File: src/core/wwdt_pkg.sv
// Shared constants, register map and types of the windowed watchdog.
package wwdt_pkg;

    // ------------------------------------------------------------------
    // Register byte offsets on the AHB-Lite slave.
    // ------------------------------------------------------------------
    localparam logic [7:0] WWDT_OFS_RESET_CONTROL_REG   = 8'h00; // Reset control register.
    localparam logic [7:0] WWDT_OFS_CONFIG = 8'h04; // Watchdog config word.
    localparam logic [7:0] WWDT_OFS_STATUS = 8'h08; // Live counter status.

    // ------------------------------------------------------------------
    // Field positions.
    // ------------------------------------------------------------------
    localparam int WWDT_RESET_CONTROL_REG_SWEN_BIT  = 5; // Software enable.
    localparam int WWDT_RESET_CONTROL_REG_TMO_BIT   = 4; // Time-out flag.
    localparam int WWDT_RESET_CONTROL_REG_SLEEP_BIT = 3; // Woke from Sleep flag.
    localparam int WWDT_RESET_CONTROL_REG_IDLE_BIT  = 2; // Woke from Idle flag.
    localparam int WWDT_CFG_POST_LSB   = 0; // Postscale select, 4 bits.
    localparam int WWDT_CFG_POST_W     = 4; // Width of postscale select.
    localparam int WWDT_CFG_PRESEL_BIT = 4; // Prescale select, 1 = /128.
    localparam int WWDT_CFG_WINDOW_DISABLE_BIT = 6; // Window disable.
    localparam int WWDT_CFG_HWEN_BIT   = 7; // Hardware watchdog enable.
    localparam int WWDT_STAT_PRE_LSB   = 0; // Prescaler count, 7 bits.
    localparam int WWDT_STAT_POST_LSB  = 8; // Postscaler count, 16 bits.
    localparam int WWDT_STAT_PS_LSB    = 24; // Power state, 2 bits.
    localparam int WWDT_STAT_EN_BIT    = 28; // Watchdog running.

    // ------------------------------------------------------------------
    // Values after reset.
    // ------------------------------------------------------------------
    localparam logic [7:0] WWDT_CFG_RESET  = 8'h5f; // 1:32768, /128, no window.
    localparam logic [7:0] WWDT_RESET_CONTROL_REG_RESET = 8'h00; // All flags and enable 0.

    // ------------------------------------------------------------------
    // Oscillator and prescaler timing.
    // ------------------------------------------------------------------
    localparam int WWDT_LOW_POWER_RC_OSC_HZ      = 32000; // Nominal oscillator rate.
    localparam int WWDT_T_SHORT_US   = 1000;  // Basic period, 5-bit mode.
    localparam int WWDT_T_LONG_US    = 4000;  // Basic period, 7-bit mode.
    localparam int WWDT_PRE_DIV_SHORT =
        WWDT_LOW_POWER_RC_OSC_HZ / 1000 * WWDT_T_SHORT_US / 1000;
    localparam int WWDT_PRE_DIV_LONG  =
        WWDT_LOW_POWER_RC_OSC_HZ / 1000 * WWDT_T_LONG_US / 1000;
    localparam int WWDT_PRE_SH_SHORT = $clog2(WWDT_PRE_DIV_SHORT);
    localparam int WWDT_PRE_SH_LONG  = $clog2(WWDT_PRE_DIV_LONG);
    localparam int WWDT_PRE_W        = 8;  // Holds the divisor 128.
    localparam int WWDT_POST_W       = 16; // Holds the ratio 32768.

    // ------------------------------------------------------------------
    // Power state of the core as seen by the watchdog.
    // ------------------------------------------------------------------
    typedef enum logic [1:0] {
        WWDT_RUN   = 2'b00,
        WWDT_SLEEP = 2'b01,
        WWDT_IDLE  = 2'b10
    } wwdt_pstate_type;

endpackage

File: src/core/wwdt_pin_sync.sv
// Three-stage input synchroniser with agreement filter.
`timescale 1ns/100ps
`default_nettype none
module wwdt_pin_sync
    import wwdt_pkg::*;
(
    // Clock, reset and enable.
    input  wire logic clk,
    input  wire logic rst_n,
    input  wire logic ce,
    // Asynchronous pin and filtered level.
    input  wire logic pin,
    output logic      level_q
);

    typedef struct packed {
        logic s1;    // First stage, read only by the second.
        logic s2;    // Second stage.
        logic s3;    // Third stage.
        logic level; // Accepted level.
    } wwdt_sync_type;

    wwdt_sync_type q;
    wwdt_sync_type d;

    // A change is accepted only once stages two and three agree.
    always_comb begin
        d    = q;
        d.s1 = pin;
        d.s2 = q.s1;
        d.s3 = q.s2;
        if (q.s2 == q.s3) begin
            d.level = q.s3;
        end
    end

    // State register, frozen while the clock enable is low.
    always_ff @(posedge clk or negedge rst_n) begin
        if (!rst_n) begin
            q <= '0;
        end else if (ce) begin
            q <= d;
        end
    end

    assign level_q = q.level;

endmodule
`default_nettype wire

File: src/core/wwdt_scale_counter.sv
// Modulo counter used for both the prescaler and the postscaler.
`timescale 1ns/100ps
`default_nettype none
module wwdt_scale_counter
    import wwdt_pkg::*;
#(
    parameter int W = 8
)(
    // Clock, reset and enable.
    input  wire logic         clk,
    input  wire logic         rst_n,
    input  wire logic         ce,
    // Control.
    input  wire logic         clr,
    input  wire logic         inc,
    input  wire logic [W-1:0] limit,
    // Count and wrap.
    output logic [W-1:0]      count_q,
    output logic              carry
);

    typedef struct packed {
        logic [W-1:0] count; // Current count, 0 to limit-1.
    } wwdt_cnt_type;

    wwdt_cnt_type q;
    wwdt_cnt_type d;

    // A clear beats a count in the same cycle, so no carry escapes it.
    always_comb begin
        d     = q;
        carry = 1'b0;
        if (clr) begin
            d.count = '0;
        end else if (inc) begin
            if (q.count >= W'(limit - 1'b1)) begin
                d.count = '0;
                carry   = 1'b1;
            end else begin
                d.count = W'(q.count + 1'b1);
            end
        end
    end

    // State register, frozen while the clock enable is low.
    always_ff @(posedge clk or negedge rst_n) begin
        if (!rst_n) begin
            q <= '0;
        end else if (ce) begin
            q <= d;
        end
    end

    assign count_q = q.count;

endmodule
`default_nettype wire

File: src/core/wwdt_top.sv
// Windowed watchdog timer with AHB-Lite registers and power-save handling.
//
// Local design decisions: the register offsets and the AHB-Lite register port.
`timescale 1ns/100ps
`default_nettype none
module wwdt_top
    import wwdt_pkg::*;
(
    // Clock, reset and clock enable.
    input  wire logic        hclk,
    input  wire logic        hresetn,
    input  wire logic        ce,
    // AHB-Lite slave.
    input  wire logic        hsel,
    input  wire logic [31:0] haddr,
    input  wire logic [1:0]  htrans,
    input  wire logic        hwrite,
    input  wire logic [2:0]  hsize,
    input  wire logic [31:0] hwdata,
    input  wire logic        hready,
    output logic [31:0]      hrdata,
    output logic             hreadyout,
    output logic             hresp,
    // Core events, one-cycle pulses.
    input  wire logic        watchdog_clear_instr,
    input  wire logic        power_save_instr,
    input  wire logic        power_save_idle,
    input  wire logic        wake_event,
    input  wire logic        clock_switch_done,
    // Oscillator.
    input  wire logic        low_power_rc_osc,
    output logic             osc_enable,
    // Results.
    output logic             wdt_reset_req,
    output logic             wdt_wake
);

    // ------------------------------------------------------------------
    // State.
    // ------------------------------------------------------------------
    typedef struct packed {
        logic [7:0]      cfg;        // Watchdog config word.
        logic            sw_en;      // Software enable.
        logic            tmo_flag;   // Sticky time-out flag.
        logic            sleep_flag; // Sticky woke-from-Sleep flag.
        logic            idle_flag;  // Sticky woke-from-Idle flag.
        wwdt_pstate_type pstate;     // Core power state.
        logic            osc_prev;   // Last oscillator level, for edges.
        logic            dph_act;    // Data phase pending.
        logic            dph_wr;     // Pending transfer is a write.
        logic [7:0]      dph_addr;   // Pending byte offset.
        logic [31:0]     rdata;      // Read data to the bus.
        logic            ready;      // Bus ready out.
        logic            resp;       // Bus response, always OKAY.
        logic            rst_req;    // Reset request pulse.
        logic            wake;       // Watchdog wake pulse.
        logic            osc_en;     // Oscillator enable.
    } wwdt_state_type;

    localparam wwdt_state_type WWDT_ST_RESET = '{
        cfg:        WWDT_CFG_RESET,
        sw_en:      WWDT_RESET_CONTROL_REG_RESET[WWDT_RESET_CONTROL_REG_SWEN_BIT],
        tmo_flag:   WWDT_RESET_CONTROL_REG_RESET[WWDT_RESET_CONTROL_REG_TMO_BIT],
        sleep_flag: WWDT_RESET_CONTROL_REG_RESET[WWDT_RESET_CONTROL_REG_SLEEP_BIT],
        idle_flag:  WWDT_RESET_CONTROL_REG_RESET[WWDT_RESET_CONTROL_REG_IDLE_BIT],
        pstate:     WWDT_RUN,
        osc_prev:   1'b0,
        dph_act:    1'b0,
        dph_wr:     1'b0,
        dph_addr:   8'h00,
        rdata:      32'h0000_0000,
        ready:      1'b1,
        resp:       1'b0,
        rst_req:    1'b0,
        wake:       1'b0,
        osc_en:     1'b0
    };

    wwdt_state_type q;
    wwdt_state_type d;

    // ------------------------------------------------------------------
    // Counter chain and derived terms.
    // ------------------------------------------------------------------
    logic                   osc_level;  // Filtered oscillator level.
    logic                   tick;       // One oscillator rising edge.
    logic                   en;         // Watchdog running.
    logic                   in_run;     // Core executing normally.
    logic                   long_pre;   // Divide by 128 selected.
    logic [3:0]             post_sel;   // Postscale select.
    logic [WWDT_PRE_W-1:0]  pre_lim;    // Prescaler divisor.
    logic [WWDT_POST_W-1:0] post_lim;   // Postscaler ratio.
    logic [WWDT_PRE_W-1:0]  pre_cnt;    // Prescaler count.
    logic [WWDT_POST_W-1:0] post_cnt;   // Postscaler count.
    logic                   pre_carry;  // Basic period elapsed.
    logic                   tmo;        // Full time-out elapsed.
    logic                   cnt_clr;    // Zero both counters.
    logic                   ps_entry;   // Accepted power-save entry.
    logic                   ps_exit;    // Leaving power save.
    logic                   clr_run;    // Clear instruction in run.
    logic                   win_open;   // Final quarter reached.
    logic                   win_bad;    // Clear came too early.
    logic [23:0]            elapsed;    // Ticks since last clear.
    logic [23:0]            period;     // Ticks per time-out.
    logic [25:0]            elapsed4;   // Four times elapsed.
    logic [25:0]            period3;    // Three times period.
    logic                   taken;      // Address phase accepted.
    logic                   reset_control_reg_wr;    // Reset control write now.

    wwdt_pin_sync u_osc_sync (
        .clk     (hclk),
        .rst_n   (hresetn),
        .ce      (ce),
        .pin     (low_power_rc_osc),
        .level_q (osc_level)
    );

    // Enable terms and the window arithmetic, from registered state and the core event inputs.
    always_comb begin
        en       = q.cfg[WWDT_CFG_HWEN_BIT] | q.sw_en;
        in_run   = (q.pstate == WWDT_RUN);
        tick     = osc_level & ~q.osc_prev & en;
        long_pre = q.cfg[WWDT_CFG_PRESEL_BIT];
        post_sel = q.cfg[WWDT_CFG_POST_LSB +: WWDT_CFG_POST_W];
        pre_lim  = long_pre ? WWDT_PRE_W'(WWDT_PRE_DIV_LONG)
                            : WWDT_PRE_W'(WWDT_PRE_DIV_SHORT);
        post_lim = WWDT_POST_W'(16'h0001 << post_sel);
        ps_entry = power_save_instr & in_run;
        clr_run  = watchdog_clear_instr & in_run;
        // Counts are powers of two, so shifting joins them exactly.
        elapsed  = long_pre
                 ? (({8'h00, post_cnt} << WWDT_PRE_SH_LONG)
                    | {16'h0000, pre_cnt})
                 : (({8'h00, post_cnt} << WWDT_PRE_SH_SHORT)
                    | {16'h0000, pre_cnt});
        period   = long_pre ? ({8'h00, post_lim} << WWDT_PRE_SH_LONG)
                            : ({8'h00, post_lim} << WWDT_PRE_SH_SHORT);
        elapsed4 = {elapsed, 2'b00};
        period3  = {1'b0, period, 1'b0} + {2'b00, period};
        win_open = (elapsed4 >= period3);
        win_bad  = clr_run & en & ~q.cfg[WWDT_CFG_WINDOW_DISABLE_BIT]
                 & ~win_open;
    end

    // A time-out wraps both counters to zero by itself, so only the outside
    // wake needs a clear here; reading tmo would loop through the clear pin.
    always_comb begin
        cnt_clr = ~en | clock_switch_done
                | ps_entry
                | (~in_run & wake_event)
                | clr_run;
    end

    wwdt_scale_counter #(.W(WWDT_PRE_W)) u_prescale (
        .clk     (hclk),
        .rst_n   (hresetn),
        .ce      (ce),
        .clr     (cnt_clr),
        .inc     (tick),
        .limit   (pre_lim),
        .count_q (pre_cnt),
        .carry   (pre_carry)
    );

    wwdt_scale_counter #(.W(WWDT_POST_W)) u_postscale (
        .clk     (hclk),
        .rst_n   (hresetn),
        .ce      (ce),
        .clr     (cnt_clr),
        .inc     (pre_carry),
        .limit   (post_lim),
        .count_q (post_cnt),
        .carry   (tmo)
    );

    // ------------------------------------------------------------------
    // Next state: bus slave first, hardware events last so they win.
    // ------------------------------------------------------------------
    always_comb begin
        d         = q;
        d.rst_req = 1'b0;
        d.wake    = 1'b0;
        d.resp    = 1'b0;
        d.osc_prev = osc_level;
        d.osc_en  = en;
        taken     = hsel & htrans[1] & hready;
        reset_control_reg_wr   = q.dph_act & q.dph_wr & (q.dph_addr == WWDT_OFS_RESET_CONTROL_REG);
        ps_exit   = ~in_run & (wake_event | tmo);
        // Data phase: one wait state, then write or read data.
        if (q.dph_act) begin
            d.dph_act = 1'b0;
            d.ready   = 1'b1;
            if (q.dph_wr) begin
                if (q.dph_addr == WWDT_OFS_RESET_CONTROL_REG) begin
                    d.sw_en      = hwdata[WWDT_RESET_CONTROL_REG_SWEN_BIT];
                    d.tmo_flag   = hwdata[WWDT_RESET_CONTROL_REG_TMO_BIT];
                    d.sleep_flag = hwdata[WWDT_RESET_CONTROL_REG_SLEEP_BIT];
                    d.idle_flag  = hwdata[WWDT_RESET_CONTROL_REG_IDLE_BIT];
                end else if (q.dph_addr == WWDT_OFS_CONFIG) begin
                    d.cfg = hwdata[7:0];
                end
            end else begin
                d.rdata = 32'h0000_0000;
                if (q.dph_addr == WWDT_OFS_RESET_CONTROL_REG) begin
                    d.rdata[WWDT_RESET_CONTROL_REG_SWEN_BIT]  = q.sw_en;
                    d.rdata[WWDT_RESET_CONTROL_REG_TMO_BIT]   = q.tmo_flag;
                    d.rdata[WWDT_RESET_CONTROL_REG_SLEEP_BIT] = q.sleep_flag;
                    d.rdata[WWDT_RESET_CONTROL_REG_IDLE_BIT]  = q.idle_flag;
                end else if (q.dph_addr == WWDT_OFS_CONFIG) begin
                    d.rdata[7:0] = q.cfg;
                end else if (q.dph_addr == WWDT_OFS_STATUS) begin
                    d.rdata[WWDT_STAT_PRE_LSB +: 7] = pre_cnt[6:0];
                    d.rdata[WWDT_STAT_POST_LSB +: 16] = post_cnt;
                    d.rdata[WWDT_STAT_PS_LSB +: 2] = q.pstate;
                    d.rdata[WWDT_STAT_EN_BIT] = en;
                end
            end
        end
        // Address phase: the wait state keeps read data coherent.
        if (taken) begin
            d.dph_act  = 1'b1;
            d.dph_wr   = hwrite;
            d.dph_addr = haddr[7:0];
            d.ready    = 1'b0;
        end
        // Power state tracking.
        case (q.pstate)
            WWDT_RUN: begin
                if (ps_entry) begin
                    d.pstate = power_save_idle ? WWDT_IDLE : WWDT_SLEEP;
                end
            end
            WWDT_SLEEP, WWDT_IDLE: begin
                if (ps_exit) begin
                    d.pstate = WWDT_RUN;
                end
            end
            default: begin
                d.pstate = WWDT_RUN;
            end
        endcase
        // Flags entered on power save; they stay until written.
        if (ps_entry & power_save_idle) begin
            d.idle_flag = 1'b1;
        end
        if (ps_entry & ~power_save_idle) begin
            d.sleep_flag = 1'b1;
        end
        // Time-out: reset in run, wake in power save.
        if (tmo) begin
            d.tmo_flag = 1'b1;
            if (in_run) begin
                d.rst_req = 1'b1;
            end else begin
                d.wake = 1'b1;
            end
        end
        if (win_bad) begin
            d.rst_req = 1'b1;
        end
    end

    // State register; the reset returns software enable to zero.
    always_ff @(posedge hclk or negedge hresetn) begin
        if (!hresetn) begin
            q <= WWDT_ST_RESET;
        end else if (ce) begin
            q <= d;
        end
    end

    assign hrdata        = q.rdata;
    assign hreadyout     = q.ready;
    assign hresp         = q.resp;
    assign osc_enable    = q.osc_en;
    assign wdt_reset_req = q.rst_req;
    assign wdt_wake      = q.wake;
endmodule
`default_nettype wire

File: config.mk
export PLATFORM = sky130hd
export DESIGN_NAME = wwdt_top
export DESIGN_NICKNAME = d
export VERILOG_FILES = /design/src/core/wwdt_pkg.sv /design/src/core/wwdt_pin_sync.sv /design/src/core/wwdt_scale_counter.sv /design/src/core/wwdt_top.sv
export SDC_FILE = /design/constraint.sdc
export NUM_CORES = 1
export LEC_CHECK = 0
export ABC_AREA = 1
export BUFFER_PORTS_ARGS = -buffer_cell sky130_fd_sc_hd__buf_2
export CAP_MARGIN = 20
export CORE_MARGIN = 1.5
export CORE_UTILIZATION = 52
export DETAILED_ROUTE_END_ITERATION = 10
export GPL_TIMING_DRIVEN = 0
export PLACE_DENSITY = 0.78
export SYNTH_ARGS = -nofsm -noshare
export SYNTH_HDL_FRONTEND = slang
export SYNTH_SLANG_ARGS = --single-unit
File: constraint.sdc
create_clock -name hclk -period 3.3 [get_ports hclk]
set_clock_uncertainty 0.1 [all_clocks]
set_input_delay 0.66 -clock hclk [delete_from_list [all_inputs] [get_ports hclk]]
set_output_delay 0.66 -clock hclk [all_outputs]
set_load 0.005 [all_outputs]
==> results of run 1 <==
-- kinds of logic (layout without fill, tap and decap cells) --
| kind of cell | Yosys count | count (layout) | synth area share [%] |
|---|---|---|---|
| DFF | 84 | 84 | 32.0 |
| other | 2 | 7 | 0.114 |
| buffers and inverters | 170 | 282 | 11.8 |
| AOI/OAI and AO/OA | 161 | 161 | 14.1 |
| adders and majority gates | 60 | 60 | 11.5 |
| xor gates and xnor gates | 21 | 21 | 2.79 |
| muxes | 4 | 4 | 0.683 |
| and+or+nand+nor | 403 | 403 | 27.0 |
-- registers in the layout, indices dropped and copies added, names as in the netlist, 2 cells and up --
signal	cells
u_prescale.count_q	8
post_sel	4
u_osc_sync.d	2
u_postscale.count_q	16
q	20
hrdata	27
-- what timing repair did --
item,CTS,global route
setup endpoints to repair,13,21
pin swaps,33,36
gates cloned,0,0
setup buffers,26,10
gates resized for setup,86,41
-- report_power, final --
group,total (uW),switching (uW),internal [uW],leakage (uW)
Combinational,499,295,204,0.00276
Clock,963,426,537,0.000137
Sequential,1160,47.8,1110,0.00111
-- synthesized netlist by cell type (3+ instances only) --
library cell | instances | area [um2]
sky130_fd_sc_hd__nand4_1 | 13 | 81.3
sky130_fd_sc_hd__mux2_2 | 4 | 45.0
sky130_fd_sc_hd__o21ai_0 | 92 | 460
sky130_fd_sc_hd__o21a_1 | 6 | 45.0
sky130_fd_sc_hd__dfstp_2 | 7 | 184
sky130_fd_sc_hd__inv_1 | 115 | 432
sky130_fd_sc_hd__nand3b_1 | 5 | 37.5
sky130_fd_sc_hd__dfrtp_1 | 77 | 1930
sky130_fd_sc_hd__nand2_1 | 223 | 837
sky130_fd_sc_hd__inv_2 | 3 | 11.3
sky130_fd_sc_hd__buf_2 | 5 | 25.0
sky130_fd_sc_hd__nor2_1 | 80 | 300
sky130_fd_sc_hd__nand3_1 | 38 | 190
sky130_fd_sc_hd__a21o_1 | 4 | 30.0
sky130_fd_sc_hd__nand2_2 | 7 | 43.8
sky130_fd_sc_hd__xnor2_1 | 8 | 70.1
sky130_fd_sc_hd__o221ai_1 | 3 | 26.3
sky130_fd_sc_hd__nand2_4 | 4 | 45.0
sky130_fd_sc_hd__o21ai_2 | 3 | 26.3
sky130_fd_sc_hd__nor3_1 | 13 | 65.1
sky130_fd_sc_hd__a21oi_1 | 38 | 190
sky130_fd_sc_hd__xor2_1 | 13 | 114
sky130_fd_sc_hd__buf_4 | 33 | 248
sky130_fd_sc_hd__nor2_2 | 8 | 50.1
sky130_fd_sc_hd__clkbuf_1 | 11 | 41.3
sky130_fd_sc_hd__ha_1 | 59 | 738
sky130_fd_sc_hd__nor2_4 | 5 | 56.3
sky130_fd_sc_hd__o21ai_4 | 4 | 65.1
sky130_fd_sc_hd__o211ai_1 | 5 | 37.5
-- cell type report --
class,count,area (um2),area share (%)
multi-input cells,656,4250,51.2
inverters,119,458,5.52
clock buffers,10,239,2.88
plain buffers,51,368,4.43
flip-flops and latches,84,2110,25.4
repair buffers,96,616,7.42
clock inverters,6,48.8,0.588
well taps,168,210,2.53
-- metal layers --
layer	global-route usage, %	part of all wire [%]	up-vias
met5	0	0	-
met3	4.76	5.3	55
met2	46.6	50	191
met4	11.4	3.4	0
li1	-	-	3140
met1	33.1	42	2974
-- worst max-delay path: stages, from the launching register on --
cell	delay [ns]
sky130_fd_sc_hd__dfstp_2	0.40
sky130_fd_sc_hd__buf_12	0.14
sky130_fd_sc_hd__nor2_4	0.19
sky130_fd_sc_hd__inv_2	0.09
sky130_fd_sc_hd__nor3_4	0.17
sky130_fd_sc_hd__nand2_1	0.14
sky130_fd_sc_hd__o21ai_4	0.12
sky130_fd_sc_hd__ha_4	0.25
sky130_fd_sc_hd__a21o_1	0.20
sky130_fd_sc_hd__a21oi_2	0.17
sky130_fd_sc_hd__o21ai_0	0.09
sky130_fd_sc_hd__a21oi_1	0.11
sky130_fd_sc_hd__nand2_1	0.09
sky130_fd_sc_hd__xnor2_1	0.13
sky130_fd_sc_hd__ha_1	0.29
sky130_fd_sc_hd__nand2_2	0.07
sky130_fd_sc_hd__nor2_4	0.11
sky130_fd_sc_hd__nand2_2	0.08
sky130_fd_sc_hd__nor3_4	0.19
sky130_fd_sc_hd__nand4_1	0.12
sky130_fd_sc_hd__nand4_1	0.16
sky130_fd_sc_hd__nand2_1	0.08
sky130_fd_sc_hd__nand2_1	0.06
sky130_fd_sc_hd__nand2_1	0.07
-- final timing paths --
path,endpoint
hold / removal,q[42]$_DFFE_PN0P_
max in group asynchronous,long_pre$_DFFE_PN1P_
min in group hclk,hrdata[20]$_DFFE_PN0P_
setup / recovery,wdt_reset_req$_DFFE_PN0P_
setup reg to reg,wdt_reset_req$_DFFE_PN0P_
hold reg to reg,hrdata[20]$_DFFE_PN0P_
-- metrics by stage --
step | hold WS, ns | area, um2 | setup WS [ns] | util [%] | cells
final | 0.101 | 8300 | -0.442 | 68.0 | 1190
after global placement | 0.361 | 7160 | -0.705 | 58.6 | 1137
after CTS | 0.109 | 8070 | -0.416 | 66.1 | 1180
after floorplan | 0.264 | 6650 | 0.00508 | - | 910
after global routing | 0.117 | 8300 | -0.613 | 68.0 | 1190
after detailed placement | 0.375 | 7190 | -0.776 | 58.9 | 1138
==> results.toml, run 1 <==
[outcome]
run_status = "finished, violations left"
failed_checks = "setup timing"

[final_layout]
num-nets-final = 1158
most-common-layout-cells = "sky130_fd_sc_hd__nand2_1, sky130_fd_sc_hd__inv_1, sky130_fd_sc_hd__o21ai_0, sky130_fd_sc_hd__dfrtp_1, sky130_fd_sc_hd__buf_4"
leading_cell_type_in_the_layout_fill_and_taps_excluded = "sky130_fd_sc_hd__nand2_1"
area_added_between_synthesis_and_finish_pct = 25.9
fill_cells = 1028
post_route_cells_drive_above_1_share_pct = 29.8
n_antenna_cell = 0

[clock_tree]
clk_root_buffer_cell = "sky130_fd_sc_hd__clkbuf_16"
tritoncts_clock_tree = "built"
tritoncts.num_buffers = 9
worst_setup_hold_path_clk_slew_ns = 0.06
htree_num_levels = 3
clkLatencyLatePin_ns = 0.34
cts_max_path_buffers = 2
cts.sinks = 84
cts_hold_repair.buffers = 0

[sta]
tns_ns = -2.63
hold_viol_final = 0
drv_slew = 0
post-route-min-period_ns = 3.74
fmaxAchievable_ghz = 0.267
finalSetupViolations = 13
post-route-worst-setup-slack_ns = -0.442
layout_worst_path_cycle_share_pct = 113
rsz0062_at_grt = "true"

[floorplan]
die-area_um2 = 13400
coreArea_um2 = 12200
ios = 118
die_height_um = 116
floorplan.rows = 40
initial_core_util_pct = 54.0
die_x_um = 116

[power]
final_power_uw = 2620
power.density_nw_per_um2 = 316
power.static_leakage_uw = 0.00400
ir_drop_mv = 0.441

[critical_path]
startpoint_type_of_the_worst_setup_path = "register"
worst-r2r-setup-slack_ns = -0.44
critical_path_peak_fanout = 5
timing_worst_setup_path_type = "reg2reg"
rr_startpoint = "post_sel[0]$_DFFE_PN1P_"
critical_path.startpoint = "post_sel[0]$_DFFE_PN1P_"
r2r.worst_path.cells = 23
cp.required_ns = 3.42
cp_data_arrival_time_ns = 3.86
crit_path_end_kind = "register"

[global_routing]
grt_antenna_before_repair = 0
first_global_vias = 6035
globalRouteOverflowTotal = 0
grt_use_total_pct = 26.9
first_pass_grt_wire_length_um = 28300
grt_max_degree = 65

[placed_design]
hpwlAfterDp_um = 12700
gp_routability_congestion = 0.956
port-buffer-count = 59

[job]
max_cap_viols = 0

[routing]
wl_per_cell_um = 14.9
route.vias.total = 6360
drt-initial-drc-count = 383
first_pass_iters = 5
viasPerCell = 5.34
wl_um = 17800
drc_errors = 0
ant_nets = 0

[yosys]
synth_edf_count = 0
ys.flop_type = "sky130_fd_sc_hd__dfrtp_1"
gate_count_of_the_mapped_netlist = 905
seq_area_frac_synth_pct = 32.0
avg_cell_area_syn_um2 = 7.28
synth-seq-cells = 84
synthesis.area_um2 = 6590
async_flop_share_pct = 100
ys_warn_count = 0
synth.lib_cells_used.distinct = 45

[min_path]
holdCritPathClass = "in2async"
Power figures use the tool's default switching activity.
==> inputs of run 2 (changes only) <==
--- a/config.mk
+++ b/config.mk
@@ -9,10 +9,9 @@
 export BUFFER_PORTS_ARGS = -buffer_cell sky130_fd_sc_hd__buf_2
 export CAP_MARGIN = 20
 export CORE_MARGIN = 1.5
-export CORE_UTILIZATION = 52
+export CORE_UTILIZATION = 35
 export DETAILED_ROUTE_END_ITERATION = 10
 export GPL_TIMING_DRIVEN = 0
-export PLACE_DENSITY = 0.78
 export SYNTH_ARGS = -nofsm -noshare
 export SYNTH_HDL_FRONTEND = slang
 export SYNTH_SLANG_ARGS = --single-unit
==> run 2 against run 1 <==
Against the previous run: the run still ends with setup timing left; global-route usage shrank 8.7 points; cell area shrank 0.14%; final cell count grew 5.4%; setup slack lost 0.023 ns; sequential power is essentially flat; flip-flop and latch count is the same; combinational power is essentially flat; hold slack gained 0.056 ns; die area grew 47%; fmax shrank 0.61%; via count shrank 4.9%; non-clock buffer count shrank 2; critical endpoint unchanged; highest routed layer unchanged.
==> results.toml, run 2 (synthesis gave the netlist of run 1 again) <==
[critical_path]
startpoint_type_of_the_worst_setup_path = "register"
timing_worst_setup_path_type = "reg2reg"
cp_data_arrival_time_ns = 3.91
crit_path_end_kind = "register"
critical_path_peak_fanout = 4
cp.required_ns = 3.44

[final_layout]
post_route_cells_drive_above_1_share_pct = 27.6
most-common-layout-cells = "sky130_fd_sc_hd__nand2_1, sky130_fd_sc_hd__inv_1, sky130_fd_sc_hd__o21ai_0, sky130_fd_sc_hd__dfrtp_1, sky130_fd_sc_hd__buf_4"
multi_input_comb_area_um2 = 4160
area_added_between_synthesis_and_finish_pct = 25.8
largest_reg_flops = 27
fill_cells = 1857
leading_cell_type_in_the_layout_fill_and_taps_excluded = "sky130_fd_sc_hd__nand2_1"
n_antenna_cell = 0
num-nets-final = 1156
layout.area.seq_um2 = 2110

[clock_tree]
worst_setup_hold_path_clk_slew_ns = 0.07
htree_num_levels = 3
cts_max_path_buffers = 2
cts.sinks = 84
tritoncts_clock_tree = "built"
tritoncts.num_buffers = 9
clkLatencyLatePin_ns = 0.35
clk_root_buffer_cell = "sky130_fd_sc_hd__clkbuf_16"

[placed_design]
dp_slack_ns = -0.806
gp_routability_congestion = 0.892
port-buffer-count = 59
hpwlAfterDp_um = 13200

[sta]
finalSetupViolations = 1
layout_worst_path_cycle_share_pct = 114
rsz0062_at_grt = "true"
post-route-worst-setup-slack_ns = -0.466
post-route-min-period_ns = 3.77
timing.hold.ws_ns = 0.157
drv_slew = 0
hold_viol_final = 0
fmaxAchievable_ghz = 0.266

[global_routing]
first_pass_grt_wire_length_um = 28600
grt_max_degree = 52
globalRouteOverflowTotal = 0
grt_use_total_pct = 18.2
grt_antenna_before_repair = 0
first_global_vias = 5902

[job]
max_cap_viols = 0

[routing]
viasPerCell = 4.82
route.vias.total = 6047
first_pass_iters = 6
ant_nets = 0
wl_um = 17400
wl_per_cell_um = 13.9
drt-initial-drc-count = 303
drc_errors = 0

[outcome]
run_status = "finished, violations left"
failed_checks = "setup timing"

[floorplan]
coreArea_um2 = 18600
die-area_um2 = 19700
floorplan.rows = 50
initial_core_util_pct = 35.5
die_height_um = 140
ios = 118
die_x_um = 140

[power]
power.density_nw_per_um2 = 325
power.static_leakage_uw = 0.00398
final_power_uw = 2700
ir_drop_mv = 0.379

[min_path]
holdCritPathClass = "in2async"
run 2: changes by cell type in the layout (fill, tap and decap cells not counted), sizes merged:
cell | before | now
inv | 119 | 120
clkinvlp | 3 | 2
buf | 136 | 134
clkinv | 3 | 2
bufinv | 0 | 1
run 2: power by group:
group / switching [uW] / leakage (uW) / total [uW] / internal [uW]
Clock: 444 / 0.000141 / 1040 / 595
Combinational: 289 / 0.00273 / 500 / 212
Sequential: 47.0 / 0.00111 / 1160 / 1110
run 2: layer usage:
layer  routed length (um)  up-vias  global-route usage [%]
met2                 8370      117                    31.2
met4                  325        0                    5.76
li1                     -     3128                       -
met3                  593       23                    3.15
met1                 8130     2779                    23.4
met5                    0        -                       0
run 2: stage by stage:
step / utilization (%) / std cells / TNS, ns / cell area [um2]
after detailed placement: 39.1 / 1204 / -5.10 / 7270
after global placement: 39.0 / 1203 / -4.47 / 7240
after CTS: 43.7 / 1248 / -0.457 / 8120
final: 44.6 / 1254 / -0.466 / 8290
after global routing: 44.6 / 1254 / -2.42 / 8290
after floorplan: - / 910 / 0 / 6650
run 2: layout make-up:
class                           count  share of cell area (%)
Buffer                             51                    4.44
Clock buffer                       10                    2.76
Clock inverter                      6                   0.890
Inverter                          119                    5.45
Multi-Input combinational cell    656                    50.2
Sequential cell                    84                    25.5
Tap cell                          234                    3.53
Timing Repair Buffer               94                    7.30
run 2: critical path, cell delays in order, from the launching register on:
cell and delay (ns):
sky130_fd_sc_hd__dfstp_2 0.61, sky130_fd_sc_hd__nand2_4 0.10, sky130_fd_sc_hd__nor2_4 0.10, sky130_fd_sc_hd__inv_2 0.06, sky130_fd_sc_hd__nor2_4 0.12, sky130_fd_sc_hd__ha_4 0.15, sky130_fd_sc_hd__inv_1 0.05, sky130_fd_sc_hd__fa_2 0.40
sky130_fd_sc_hd__nor2_2 0.13, sky130_fd_sc_hd__nor2_2 0.05, sky130_fd_sc_hd__nor2_4 0.14, sky130_fd_sc_hd__nand3_2 0.09, sky130_fd_sc_hd__nand2_2 0.11, sky130_fd_sc_hd__nand2_2 0.07, sky130_fd_sc_hd__nand3b_1 0.11, sky130_fd_sc_hd__nand2_2 0.08
sky130_fd_sc_hd__ha_4 0.26, sky130_fd_sc_hd__inv_1 0.04, sky130_fd_sc_hd__nor2_2 0.13, sky130_fd_sc_hd__nand2_2 0.09, sky130_fd_sc_hd__nor3_4 0.16, sky130_fd_sc_hd__nand4_1 0.11, sky130_fd_sc_hd__nand4_1 0.17, sky130_fd_sc_hd__nand2_1 0.10
sky130_fd_sc_hd__nand2_1 0.07, sky130_fd_sc_hd__nand2_1 0.05
run 2: worst paths after layout:
kind / start / to / slack, ns / cells past startpoint
worst max-delay path: post_sel[0]$_DFFE_PN1P_ / wdt_reset_req$_DFFE_PN0P_ / -0.47 / 25
worst min-delay path: hresetn / hrdata[3]$_DFFE_PN0P_ / 0.16 / 1
worst max register to register: post_sel[0]$_DFFE_PN1P_ / wdt_reset_req$_DFFE_PN0P_ / -0.47 / 25
worst min register to register: q[49]$_DFFE_PN0P_ / q[49]$_DFFE_PN0P_ / 0.37 / 2
max in group asynchronous: hresetn / post_sel[3]$_DFFE_PN1P_ / 2.29 / 2
min in group hclk: q[49]$_DFFE_PN0P_ / q[49]$_DFFE_PN0P_ / 0.37 / 2
run 2: timing repair:
item / in CTS / in global routing
hold buffers: 0 / 0
endpoints found under the setup margin: 19 / 15
setup buffers: 28 / 6
resized for setup: 71 / 24
pin swaps: 31 / 14
==> inputs of run 3 (changes only) <==
--- a/config.mk
+++ b/config.mk
@@ -15,3 +15,4 @@
 export SYNTH_ARGS = -nofsm -noshare
 export SYNTH_HDL_FRONTEND = slang
 export SYNTH_SLANG_ARGS = --single-unit
+export TNS_END_PERCENT = 10
==> run 3 against run 2 <==
Against the previous run: the run still ends with setup timing left; sequential power barely moved; core utilization rose by 0.15 points; via count barely moved; cell area rose by 0.35%; count of clock-buffer cells in the layout did not move; sequential share of layout area fell by 0.088 points; critical path type unchanged; total power fell by 0.82%; die area did not move; wire length fell by 0.29%; fmax rose by 0.72%.
==> results.toml, run 3 (synthesis gave the netlist of run 1 again) <==
[floorplan]
die_x_um = 140
die_height_um = 140
die-area_um2 = 19700
ios = 118
floorplan.rows = 50
coreArea_um2 = 18600
initial_core_util_pct = 35.5

[sta]
hold_viol_final = 0
fmaxAchievable_ghz = 0.267
timing.hold.ws_ns = 0.159
post-route-min-period_ns = 3.74
rsz0062_at_grt = "true"
drv_slew = 0
layout_worst_path_cycle_share_pct = 113
finalSetupViolations = 11
post-route-worst-setup-slack_ns = -0.439
tns_ns = -1.60

[routing]
wl_per_cell_um = 13.8
detail_route.wirelength.met1_um = 8130
route.vias.total = 6041
drc_errors = 0
routed_wire_length_on_met2_um = 8350
ant_nets = 0
met3WireLength_um = 606
first_pass_iters = 4
top_signal_layer_used = "met4"
wl_um = 17400
drt-initial-drc-count = 312
viasPerCell = 4.81

[outcome]
run_status = "finished, violations left"
failed_checks = "setup timing"

[clock_tree]
cts_max_path_buffers = 2
htree_num_levels = 3
tritoncts.num_buffers = 9
clkLatencyLatePin_ns = 0.35
cts_hold_repair.buffers = 0
worst_setup_hold_path_clk_slew_ns = 0.07
clk_root_buffer_cell = "sky130_fd_sc_hd__clkbuf_16"
cts.sinks = 84
tritoncts_clock_tree = "built"

[final_layout]
num-nets-final = 1158
fin_area_um2 = 8320
multi_input_comb_area_um2 = 4180
n_antenna_cell = 0
leading_cell_type_in_the_layout_fill_and_taps_excluded = "sky130_fd_sc_hd__nand2_1"
largest_reg_flops = 27
layout.area.seq_um2 = 2110
most-common-layout-cells = "sky130_fd_sc_hd__nand2_1, sky130_fd_sc_hd__inv_1, sky130_fd_sc_hd__o21ai_0, sky130_fd_sc_hd__dfrtp_1, sky130_fd_sc_hd__buf_4"
area_added_between_synthesis_and_finish_pct = 26.2
fill_cells = 1845
post_route_cells_drive_above_1_share_pct = 27.8

[min_path]
holdCritPathClass = "in2async"

[power]
ir_drop_mv = 0.377
power.static_leakage_uw = 0.00401
power.density_nw_per_um2 = 321

[critical_path]
cp_data_arrival_time_ns = 3.88
critical_path_peak_fanout = 6
timing.rr.end = "wdt_reset_req$_DFFE_PN0P_"
startpoint_type_of_the_worst_setup_path = "register"
crit_path_end_kind = "register"
cp.required_ns = 3.44
worst-r2r-setup-slack_ns = -0.44
r2r.worst_path.cells = 27
timing_worst_setup_path_type = "reg2reg"
rr_startpoint = "post_sel[1]$_DFFE_PN1P_"

[placed_design]
port-buffer-count = 59
hpwlAfterDp_um = 13200
dp_slack_ns = -0.806
dpl-instance-area_um2 = 7270
gp_routability_congestion = 0.892

[global_routing]
globalRouteOverflowTotal = 0
first_pass_grt_wire_length_um = 28600
first_global_vias = 5879
grt_use_total_pct = 18.2
grt_max_degree = 52
grt_antenna_before_repair = 0

[job]
max_cap_viols = 0
-- run 3: how the worst max path moves through the flow --
stage                                 start                   endpoint  slack, ns
floorplan           post_sel[2]$_DFFE_PN1P_  wdt_reset_req$_DFFE_PN0P_      0.005
global placement       long_pre$_DFFE_PN1P_  wdt_reset_req$_DFFE_PN0P_      -0.76
detailed placement     long_pre$_DFFE_PN1P_  wdt_reset_req$_DFFE_PN0P_      -0.81
CTS                 post_sel[3]$_DFFE_PN1P_  wdt_reset_req$_DFFE_PN0P_      -0.45
global route        post_sel[3]$_DFFE_PN1P_  wdt_reset_req$_DFFE_PN0P_      -0.69
finish              post_sel[1]$_DFFE_PN1P_  wdt_reset_req$_DFFE_PN0P_      -0.44
-- run 3: final cells by class --
class | count | share of cell area [%]
plain buffers | 51 | 4.39
repair buffers | 96 | 7.46
clock inverters | 6 | 0.887
well taps | 234 | 3.52
inverters | 119 | 5.43
multi-input cells | 656 | 50.2
flip-flops and latches | 84 | 25.4
clock buffers | 10 | 2.75
-- run 3: per-stage QoR --
step           cells  total power, uW  util [%]
6_report        1256             2670      44.8
5_1_grt         1256             2820      44.8
4_1_cts         1247             2700      43.6
3_5_place_dp    1204             1620      39.1
3_3_place_gp    1203             1610      39.0
2_1_floorplan    910             1470         -
-- run 3: report_power, final --
group | leakage [uW] | internal [uW] | switching, uW | total, uW
Sequential | 0.00111 | 1110 | 46.4 | 1160
Clock | 0.000141 | 595 | 444 | 1040
Combinational | 0.00276 | 198 | 281 | 479
-- run 3: per-layer routing --
metal | track usage, % | vias up
met5 | 0 | -
met4 | 5.37 | 0
met3 | 3.11 | 19
met2 | 31.4 | 108
met1 | 23.4 | 2790
li1 | - | 3124
-- run 3: what timing repair did --
item / CTS / global route
pin swaps: 30 / 31
setup endpoints to repair: 19 / 18
resized for setup: 68 / 29
setup buffers: 27 / 9
-- run 3: worst max-delay path, stage by stage, from the launching register on --
cell	delay [ns]
sky130_fd_sc_hd__dfstp_2	0.54
sky130_fd_sc_hd__buf_8	0.13
sky130_fd_sc_hd__inv_2	0.06
sky130_fd_sc_hd__nand2_4	0.10
sky130_fd_sc_hd__nor2_4	0.05
sky130_fd_sc_hd__inv_2	0.07
sky130_fd_sc_hd__nor2_4	0.04
sky130_fd_sc_hd__buf_4	0.13
sky130_fd_sc_hd__buf_4	0.12
sky130_fd_sc_hd__ha_1	0.25
sky130_fd_sc_hd__nand2_1	0.08
sky130_fd_sc_hd__nor2_4	0.12
sky130_fd_sc_hd__o21ai_4	0.09
sky130_fd_sc_hd__buf_4	0.14
sky130_fd_sc_hd__o21ai_4	0.15
sky130_fd_sc_hd__inv_1	0.07
sky130_fd_sc_hd__o21ai_2	0.13
sky130_fd_sc_hd__inv_1	0.05
sky130_fd_sc_hd__nand2_1	0.07
sky130_fd_sc_hd__nand2_2	0.08
sky130_fd_sc_hd__ha_4	0.28
sky130_fd_sc_hd__nand2_1	0.08
sky130_fd_sc_hd__nor3_4	0.22
sky130_fd_sc_hd__nand4_1	0.10
sky130_fd_sc_hd__nand4_1	0.17
sky130_fd_sc_hd__nand2_1	0.09
sky130_fd_sc_hd__nand2_1	0.07
sky130_fd_sc_hd__nand2_1	0.05
